File: src/verilog/onoff_pkg.sv
/*
 * onoff_pkg: constants, carrier structs and state types for the on/off
 * switch controller.
 * Assumes a 200 MHz core clock; all pin inputs arrive asynchronously.
 */
`default_nettype none

package onoff_pkg;

    // ==========================================================
    // clock and oscillator timing
    // ==========================================================
    localparam int CLK_HZ    = 200_000_000;
    localparam int OSC_HZ    = 132_000;      // average switching rate
    localparam int JIT_HZ    = 4_000;        // jitter deviation
    localparam int SWEEP_HZ  = 1_000;        // jitter sweep rate
    localparam int DMAX_PCT  = 65;           // max duty, percent
    localparam int PERIOD_CYC = CLK_HZ / OSC_HZ;
    localparam int JIT_CYC   = CLK_HZ / (OSC_HZ - JIT_HZ) - PERIOD_CYC;
    localparam int SWEEP_CYC = CLK_HZ / SWEEP_HZ / 2;   // half sweep
    localparam int DMAX_CYC  = PERIOD_CYC * DMAX_PCT / 100;
    localparam int OSC_W     = 12;

    // ==========================================================
    // fault timer and auto-restart, counted in oscillator cycles
    // ==========================================================
    localparam int FAULT_MS  = 64;
    localparam int OFF_MS    = 2500;
    localparam int FAULT_OSC = FAULT_MS * (OSC_HZ / 1000);
    localparam int OFF_OSC   = OFF_MS * (OSC_HZ / 1000);
    localparam int TMR_W     = 20;

    // ==========================================================
    // current limit stepping and thermal figures
    // ==========================================================
    localparam int     STEP_RUN     = 4;     // identical samples per step
    localparam int     RUN_W        = 3;
    localparam int     THERM_TRIP_C = 142;   // comparator trip, deg C
    localparam int     THERM_HYST_C = 75;    // comparator hysteresis
    localparam logic [1:0] ILIM_LOW  = 2'h0;
    localparam logic [1:0] ILIM_MID  = 2'h1;
    localparam logic [1:0] ILIM_HIGH = 2'h2;

    typedef enum logic [1:0] {LIM_LOW, LIM_MID, LIM_HIGH} lim_state_t;
    typedef enum logic [1:0] {AR_RUN, AR_OFF, AR_UV_HOLD} ar_state_t;

    // asynchronous sense inputs from the analogue front end
    typedef struct packed {
        logic en_pulled_low;   // feedback draws above threshold
        logic cur_limit_hit;   // transistor current at selected limit
        logic line_uv;         // line undervoltage present
        logic temp_trip;       // die above trip point
        logic temp_release;    // die below trip minus hysteresis
    } sense_t;

    // control and status outputs
    typedef struct packed {
        logic       gate_on;
        logic       cycle_start;
        logic       max_duty_signal;
        logic [1:0] ilim_sel;
        logic       restart_off;
        logic       therm_off;
        logic       ote_en;
    } ctl_out_t;

endpackage

`default_nettype wire

File: src/verilog/onoff_switch_control.sv
/*
 * onoff_switch_control: cycle-by-cycle on/off controller for the power
 * transistor, with jittered oscillator, current limit state machine,
 * auto-restart fault timer, on-time extension gate and thermal latch.
 * Assumes sense inputs come from asynchronous comparators and the gate
 * output drives a transistor driver; there is no software access.
 */
//
// Function
// - the cycle clock runs always and each cycle start samples enable.
// - the current limit level steps from the pattern of enable samples.
// - an enabled pulse lasts until the selected limit; skips regulate.
// - a fault timer on oscillator cycles clears whenever enable is low.
// - 64 ms without enable low blocks switching for 2.5 s.
// - expiry under line undervoltage blocks until that condition ends.
// - a persisting fault alternates enabled and blocked periods.
// - on-time extension stays off until enable has been pulled low.
// - switching stops above the trip temperature until 75 C cooler.
// - the oscillator averages 132 kHz with cycle start and max duty.
// - the switching frequency is jittered with a 1 kHz sweep.
// - switching stops while enable is pulled low, resumes after.
`timescale 1ns/1ps
`default_nettype none

module onoff_switch_control #(
    parameter int FAULT_CYC = onoff_pkg::FAULT_OSC,
    parameter int OFF_CYC   = onoff_pkg::OFF_OSC,
    parameter int SWEEP_LEN = onoff_pkg::SWEEP_CYC
) (
    input  wire logic              clk,
    input  wire logic              rstn,
    input  wire onoff_pkg::sense_t sense,
    output var  onoff_pkg::ctl_out_t ctl
);
    import onoff_pkg::*;

    // ==========================================================
    // input synchronisers
    // ==========================================================
    sense_t sync_a;
    sense_t sense_s;

    // two flops per comparator; only the second stage is read
    always_ff @(posedge clk)
    begin
        if (!rstn)
        begin
            sync_a  <= '0;
            sense_s <= '0;
        end
        else
        begin
            sync_a  <= sense;
            sense_s <= sync_a;
        end
    end

    // ==========================================================
    // jittered oscillator
    // ==========================================================
    logic [OSC_W-1:0] osc_cnt, next_osc_cnt;
    logic [OSC_W-1:0] jit_ofs, next_jit_ofs;  // offset above the minimum
    logic             jit_up, next_jit_up;
    logic [17:0]      sweep_cnt, next_sweep_cnt;
    logic             cyc_end;
    logic [OSC_W-1:0] period_min;

    assign period_min = OSC_W'(PERIOD_CYC - JIT_CYC);
    assign cyc_end    = (osc_cnt >= period_min + jit_ofs);

    // the offset ramps one clock per cycle and the ramp direction flips
    // every half sweep, so the period wanders around its average
    always_comb
    begin
        next_osc_cnt   = cyc_end ? '0 : osc_cnt + 1'b1;
        next_sweep_cnt = sweep_cnt + 1'b1;
        next_jit_up    = jit_up;
        next_jit_ofs   = jit_ofs;
        if (sweep_cnt >= 18'(SWEEP_LEN - 1))
        begin
            next_sweep_cnt = '0;
            next_jit_up    = !jit_up;
        end
        if (cyc_end)
        begin
            if (jit_up && jit_ofs < OSC_W'(2 * JIT_CYC))
                next_jit_ofs = jit_ofs + 1'b1;
            else if (!jit_up && jit_ofs != '0)
                next_jit_ofs = jit_ofs - 1'b1;
        end
    end

    always_ff @(posedge clk)
    begin
        if (!rstn)
        begin
            osc_cnt   <= '0;
            jit_ofs   <= OSC_W'(JIT_CYC);
            jit_up    <= 1'b1;
            sweep_cnt <= '0;
        end
        else
        begin
            osc_cnt   <= next_osc_cnt;
            jit_ofs   <= next_jit_ofs;
            jit_up    <= next_jit_up;
            sweep_cnt <= next_sweep_cnt;
        end
    end

    logic cyc_start, in_dmax;
    assign cyc_start = (osc_cnt == '0);
    assign in_dmax   = (osc_cnt < OSC_W'(DMAX_CYC));

    // ==========================================================
    // protection: auto-restart and thermal latch
    // ==========================================================
    ar_state_t        ar, next_ar;
    logic [TMR_W-1:0] tmr, next_tmr;
    logic             therm, next_therm;

    // timer advances once per oscillator cycle; enable low clears it
    always_comb
    begin
        next_ar  = ar;
        next_tmr = tmr;
        case (ar)
            AR_RUN:
            begin
                if (sense_s.en_pulled_low)
                    next_tmr = '0;
                else if (cyc_start)
                begin
                    if (tmr >= TMR_W'(FAULT_CYC - 1))
                    begin
                        next_tmr = '0;
                        next_ar  = sense_s.line_uv ? AR_UV_HOLD
                                                   : AR_OFF;
                    end
                    else
                        next_tmr = tmr + 1'b1;
                end
            end
            AR_OFF:
            begin
                if (cyc_start)
                begin
                    if (tmr >= TMR_W'(OFF_CYC - 1))
                    begin
                        next_tmr = '0;
                        next_ar  = AR_RUN;
                    end
                    else
                        next_tmr = tmr + 1'b1;
                end
            end
            AR_UV_HOLD:
            begin
                next_tmr = '0;
                if (!sense_s.line_uv)
                    next_ar = AR_RUN;
            end
            default:
            begin
                next_ar  = AR_RUN;
                next_tmr = '0;
            end
        endcase
        // trip sets and wins over the release level if both are seen
        if (sense_s.temp_trip)
            next_therm = 1'b1;
        else if (sense_s.temp_release)
            next_therm = 1'b0;
        else
            next_therm = therm;
    end

    always_ff @(posedge clk)
    begin
        if (!rstn)
        begin
            ar    <= AR_RUN;
            tmr   <= '0;
            therm <= 1'b0;
        end
        else
        begin
            ar    <= next_ar;
            tmr   <= next_tmr;
            therm <= next_therm;
        end
    end

    // ==========================================================
    // cycle sampling, current limit state machine, gate drive
    // ==========================================================
    lim_state_t     lim, next_lim;
    logic [RUN_W-1:0] run, next_run;
    logic           run_on, next_run_on;   // polarity of the current run
    logic           gate, next_gate;
    logic           ote, next_ote;
    logic           blocked, cyc_en;

    assign blocked = (ar != AR_RUN) || therm;
    assign cyc_en  = !sense_s.en_pulled_low && !blocked;

    // limit steps up after a run of enabled cycles and down after a run
    // of skipped ones; single-cycle dither does not move it
    always_comb
    begin
        next_lim    = lim;
        next_run    = run;
        next_run_on = run_on;
        next_gate   = gate;
        next_ote    = ote;
        if (sense_s.en_pulled_low)
            next_ote = 1'b1;
        if (cyc_start)
        begin
            next_gate = cyc_en && (next_ar == AR_RUN);
            if (cyc_en != run_on)
            begin
                next_run_on = cyc_en;
                next_run    = RUN_W'(1);
            end
            else if (run >= RUN_W'(STEP_RUN - 1))
            begin
                next_run = '0;
                case (lim)
                    LIM_LOW:  next_lim = cyc_en ? LIM_MID : LIM_LOW;
                    LIM_MID:  next_lim = cyc_en ? LIM_HIGH : LIM_LOW;
                    LIM_HIGH: next_lim = cyc_en ? LIM_HIGH : LIM_MID;
                    default:  next_lim = LIM_HIGH;
                endcase
            end
            else
                next_run = run + 1'b1;
        end
        else if (gate)
        begin
            // extension lets a low-line pulse run past max duty
            if (sense_s.cur_limit_hit)
                next_gate = 1'b0;
            else if (!in_dmax && !ote)
                next_gate = 1'b0;
            else if (blocked || cyc_end)
                next_gate = 1'b0;
        end
    end

    always_ff @(posedge clk)
    begin
        if (!rstn)
        begin
            lim    <= LIM_HIGH;
            run    <= '0;
            run_on <= 1'b1;
            gate   <= 1'b0;
            ote    <= 1'b0;
        end
        else
        begin
            lim    <= next_lim;
            run    <= next_run;
            run_on <= next_run_on;
            gate   <= next_gate;
            ote    <= next_ote;
        end
    end

    // ==========================================================
    // outputs
    // ==========================================================
    always_comb
    begin
        ctl.gate_on         = gate;
        ctl.cycle_start     = cyc_start;
        ctl.max_duty_signal = in_dmax;
        case (lim)
            LIM_LOW:  ctl.ilim_sel = ILIM_LOW;
            LIM_MID:  ctl.ilim_sel = ILIM_MID;
            default:  ctl.ilim_sel = ILIM_HIGH;
        endcase
        ctl.restart_off     = (ar != AR_RUN);
        ctl.therm_off       = therm;
        ctl.ote_en          = ote;
    end

endmodule

`default_nettype wire

File: config.mk
export PLATFORM = sky130hd
export DESIGN_NAME = onoff_switch_control
export DESIGN_NICKNAME = d
export VERILOG_FILES = /design/src/verilog/onoff_pkg.sv /design/src/verilog/onoff_switch_control.sv
export SDC_FILE = /design/constraint.sdc
export NUM_CORES = 1
export LEC_CHECK = 0
export BUFFER_PORTS_ARGS = -buffer_cell sky130_fd_sc_hd__buf_2
export CAP_MARGIN = 20
export CORE_MARGIN = 10
export CORE_UTILIZATION = 40
export CTS_CLUSTER_DIAMETER = 200
export DETAILED_ROUTE_END_ITERATION = 8
export PLACE_DENSITY = 0.64
export SETUP_SLACK_MARGIN = 0.15
export SLEW_MARGIN = 40
export SYNTH_ARGS = -nofsm -noshare
export SYNTH_HDL_FRONTEND = slang
export SYNTH_SLANG_ARGS = --single-unit
File: constraint.sdc
create_clock -name clk -period 9.5 [get_ports clk]
set_clock_uncertainty 0.2 [all_clocks]
set_input_delay 1.9 -clock clk [delete_from_list [all_inputs] [get_ports clk]]
set_output_delay 1.9 -clock clk [all_outputs]
set_load 0.01 [all_outputs]
=== Word level (Yosys, flattened, before mapping) ===
Cells that the tools add are included.

* $add $sub $neg: 7
* Magnitude comparators: 7
* Equality and inequality tests: 7
* Muxes and demuxes: 30
* Bitwise gates (word level): 2
* Reduce and logical (&&, ||, !) cells: 26

{| class="wikitable"
|+ Operators by type and width
! kind !! number
|-
| 20-bit 2-to-1 mux || 5
|-
| 20-bit one-hot mux with 2 select lines || 1
|-
| 12-bit by 1-bit adder with 12-bit output, second input constant || 2
|-
| 12-bit 2-to-1 mux || 2
|-
| 20-bit by 1-bit adder with 20-bit output, second input constant || 1
|-
| 20-bit by 14-bit >= comparator with 1-bit output, second input constant || 1
|-
| 20-bit by 19-bit >= comparator with 1-bit output, second input constant || 1
|-
| 18-bit by 1-bit adder with 18-bit output, second input constant || 1
|-
| 18-bit by 17-bit >= comparator with 1-bit output, second input constant || 1
|-
| 2-bit 2-to-1 mux || 9
|-
| 11-bit by 12-bit adder with 12-bit output, first input constant || 1
|-
| 12-bit >= comparator || 1
|-
| 12-bit logical NOT || 1
|-
| 12-bit by 10-bit < comparator with 1-bit output, second input constant || 1
|-
| 12-bit by 7-bit < comparator with 1-bit output, second input constant || 1
|-
| 2-bit one-hot mux with 3 select lines || 2
|-
| 12-bit nonzero test || 1
|-
| 12-bit by 1-bit subtractor with 12-bit output, second input constant || 1
|-
| 1-bit 2-to-1 mux || 8
|-
| 2-bit logical NOT || 3
|-
| 3-bit 2-to-1 mux || 2
|-
| 2-bit AND reduction || 3
|-
| 2-bit nonzero test || 3
|-
| 1-bit logical AND || 5
|-
| 13 further kinds || 22
|}

* Register bits: 84
* Bits of input ports: 7
* Word-level logic and storage cells: 101

=== Logic depth before layout (Yosys ltp) ===
* Word-level depth: 8
* Gate-level depth with buffers: 14
* Gate-level depth less buffers: 13

=== Worst setup path before layout ===
Ideal clock, no wire load.

* Path kind: flip-flop to output port
* Start: register osc_cnt[0]
* End: output ctl[6] in the netlist's numbering
* Data arrival time: 1.764 ns
* Slack: 5.636 ns
* Stages on the path, launching flop included: 8
* Path buffers: 2
* Cells stage by stage: dfxtp_1 > inv_1 > ha_1 > or4b_4 > or3_1 > clkbuf_1 > inv_1 > buf_4

* Cells in the longest elaborated chain, start to end: 1

{| class="wikitable"
|+ RTL lines
! element !! RTL line !! source
|-
| start, declared || onoff_switch_control.sv:61 || <nowiki>logic [OSC_W-1:0] osc_cnt, next_osc_cnt;</nowiki>
|-
| start signal, assigned || onoff_switch_control.sv:104 || <nowiki>osc_cnt <= next_osc_cnt;</nowiki>
|-
| 12-bit logical NOT || onoff_switch_control.sv:112 || <nowiki>assign cyc_start = (osc_cnt == '0);</nowiki>
|-
| end, declared || onoff_switch_control.sv:33 || <nowiki>output var onoff_pkg::ctl_out_t ctl</nowiki>
|}

No other way between the ends.

==> flow_metrics.env <==
export IMPL_outcome="finished, final reports clean"
export IMPL_drc=0
export IMPL_relSlewSlack_pct=43.5
export IMPL_clkTransAtPathRegs_ps=70
export IMPL_synth_compound_area_share_pct=16.4
export IMPL_place_ws_ps=5430
export IMPL_start_util_pct=41.1
export IMPL_yosysWarnings=0
export IMPL_cp_data_required_time_ps=7400
export IMPL_gp_congestion=0.819
export IMPL_synth_top_family_by_area="simple AND/OR/NAND/NOR gates"
export IMPL_row_count=39
export IMPL_diodes=0
export IMPL_final_seq_area_um2=1680
export IMPL_slew_viol_final=0
export IMPL_drt_total_wl_mm=10.1
export IMPL_portBuffers=14
export IMPL_mostFrequentLayoutCell="dfxtp_1"
export IMPL_rsz0062_at_grt="false"
export IMPL_vias_per_cell=5.44
export IMPL_p_switching_w=0.000208
export IMPL_cts_tree="built"
export IMPL_fmax_mhz=230
export IMPL_dieArea_um2=16500
export IMPL_numCtsBuffers=9
export IMPL_drive_gt1_share_pct=7.71
export IMPL_die_w_um=129
export IMPL_grt_pass1_wl_mm=17.3
export IMPL_hold_class="flip-flop to flip-flop"
export IMPL_clkSinkCount=84
export IMPL_post_dp_hpwl_mm=7.27
export IMPL_fin_tns_setup_ps=0
export IMPL_drt_initial_drc_count=323
export IMPL_holdBufCountCts=0
export IMPL_ios=15
export IMPL_drtPass1Iterations=4
export IMPL_synth_xor_area_share_pct=9.48
export IMPL_post_cts_resized=0
export IMPL_p_int_w=0.000579
export IMPL_syn_to_final_growth_pct=9.70
export IMPL_power_share_sequential_pct=46.9
export IMPL_ys_seq_area_share_pct=35.7
export IMPL_coreArea_um2=11500
export IMPL_maxCapViolCount=0
export IMPL_synthAdderAreaFrac_pct=8.40
export IMPL_cts_htree_levels=3
export IMPL_tightest_slew_ps=846
export IMPL_cellLeakagePower_nw=2.01
export IMPL_clockBufferDepth=2
export IMPL_finalHoldViolCount=0
export IMPL_cp_start_kind="flip-flop"
export IMPL_finalCriticalPeriod_ps=4340
export IMPL_cp_arrival_ps=2240
export IMPL_setup_viol=0
export IMPL_overflow=0
export IMPL_synthArstFlopShare_pct=0
export IMPL_nets=604
export IMPL_track_usage_pct=12.6
export IMPL_syn_area_um2=4710
export IMPL_reg2regPathDepth=10
export IMPL_multi_input_area_um2=2880
export IMPL_p_clk_share_pct=43.9
export IMPL_powerDensity_nw_per_um2=152
export IMPL_period_share_pct=45.7
export IMPL_synth_mux_area_share_pct=0.425
export IMPL_worst_setup_path_type="flip-flop to output port"
export IMPL_ys_ff_latch=84
export IMPL_root_buffer="clkbuf_16"
export IMPL_grt_pass1_vias=3673
export IMPL_power_share_switching_pct=26.5
export IMPL_antenna_found_initial=0
export IMPL_cts_setup_buffers=0
export IMPL_synth_simple_area_share_pct=25.9
export IMPL_routedWlPerCell_um=14.1
export IMPL_ys_types=61
export IMPL_power_share_combinational_pct=9.2
export IMPL_synth_edf_count=0
export IMPL_grt_max_degree=38
export IMPL_final_cell_mix="dfxtp_1, nor2_1, nand2_1, nand3_1, o21ai_0"
export IMPL_synthFlopType="dfxtp_1"
export IMPL_syn_nets=601
export IMPL_end_kind="output port"
export IMPL_setup_slack_ps=5160
export IMPL_insertion_delay_ps=350
export IMPL_drtAntennaViolNets=0
export IMPL_die_y_um=129
export IMPL_vias=3884
export IMPL_syn_avg_cell_area_um2=8.37
export IMPL_hold_depth=1
export IMPL_fillers=1102
export IMPL_synthCells=563
export IMPL_ir_drop_mv=0.115
export IMPL_cp_max_fo=8
-- critical path, cell delays in order, from the launching register on --
cell	delay, ps
dfxtp_1	340
inv_1	90
ha_1	140
or4b_4	480
or3_1	490
inv_1	190
buf_2	170
-- final cells by class --
cell class / count / share of cell area, %
multi-input cells: 439 / 55.7
well taps: 143 / 3.46
clock buffers: 10 / 4.63
repair buffers: 14 / 1.36
clock inverters: 6 / 1.02
flip-flops and latches: 84 / 32.6
inverters: 18 / 1.31
-- flip-flops by register name, summed over array words and instances (netlist names), 2 cells and up --
signal,flops
ar,2
jit_ofs,12
lim,2
osc_cnt,12
run,3
sense_s,5
sweep_cnt,18
sync_a,5
tmr,20
-- cell families (layout without fill, tap and decap cells) --
| group | Yosys count | count (layout) |
|---|---|---|
| muxes | 2 | 2 |
| other | 1 | 1 |
| adders and majority gates | 31 | 31 |
| buffers and inverters | 40 | 48 |
| DFF | 84 | 84 |
| and+or+nand+nor | 236 | 236 |
| xor gates and xnor gates | 51 | 51 |
| AOI/OAI and AO/OA | 118 | 118 |
-- worst paths after layout --
path / endpoint / startpoint / slack [ps]
max: ctl[6] / osc_cnt[0] / 5160
min reg2reg: sense_s[2] / sync_a[2] / 230
min: sense_s[2] / sync_a[2] / 230
max reg2reg: jit_ofs[11] / jit_ofs[7] / 5410
-- metrics by stage --
step / hold slack, ps / util, % / cell area (µm²) / total power (W) / std cells
after floorplan: 212 / - / 4710 / 0.000434 / 563
after global placement: 216 / 42.3 / 4860 / 0.000447 / 698
after detailed placement: 219 / 42.5 / 4870 / 0.000450 / 698
after CTS: 235 / 45.1 / 5170 / 0.000795 / 714
after global routing: 259 / 45.1 / 5170 / 0.000820 / 714
final: 233 / 45.1 / 5170 / 0.000787 / 714
-- metal layers --
layer	up-vias	routed length (µm)	track usage, %
met2	41	4650	19.6
met1	1810	4930	16.2
met5	-	0	0
met4	0	162	4.39
met3	11	317	3.70
li1	2022	-	-
-- synth_stat cells, drive strengths merged, types with 2 or more instances --
cell | count | share of area (%)
a211o | 3 | 0.56
o22ai | 2 | 0.27
a21o | 6 | 0.96
clkbuf | 16 | 1.3
inv | 17 | 1.4
o21a | 5 | 0.80
nor3b | 2 | 0.32
xor2 | 23 | 4.3
and2 | 12 | 1.6
nor4 | 10 | 1.3
dfxtp | 84 | 36
a21oi | 31 | 3.4
a31o | 2 | 0.37
o31ai | 3 | 0.48
a211oi | 5 | 0.80
ha | 30 | 8.0
mux2i | 2 | 0.43
nand4b | 4 | 0.74
or4 | 6 | 1.0
nand4 | 10 | 1.3
nor4b | 2 | 0.69
nor3 | 17 | 2.0
nor2b | 5 | 0.66
buf | 6 | 0.90
nor2 | 69 | 5.5
o21ai | 33 | 3.6
and4 | 2 | 0.37
nand2 | 36 | 2.9
and3 | 12 | 1.6
xnor2 | 28 | 5.2
o2111ai | 2 | 0.37
or3 | 7 | 0.93
a31oi | 5 | 0.66
nand3 | 36 | 3.8
o211ai | 6 | 0.96
o311ai | 5 | 1.1
o211a | 2 | 0.43
nand2b | 3 | 0.40
-- power by group through the flow --
stage	Combinational [W]	Clock [W]	Sequential (W)
6_report	0.0000723	0.000346	0.000369
3_5_place_dp	0.0000724	0	0.000377
2_1_floorplan	0.0000590	0	0.000375
3_3_place_gp	0.0000699	0	0.000377
4_1_cts	0.0000729	0.000353	0.000369
5_1_grt	0.0000817	0.000368	0.000371
Power figures use the tool's default switching activity.
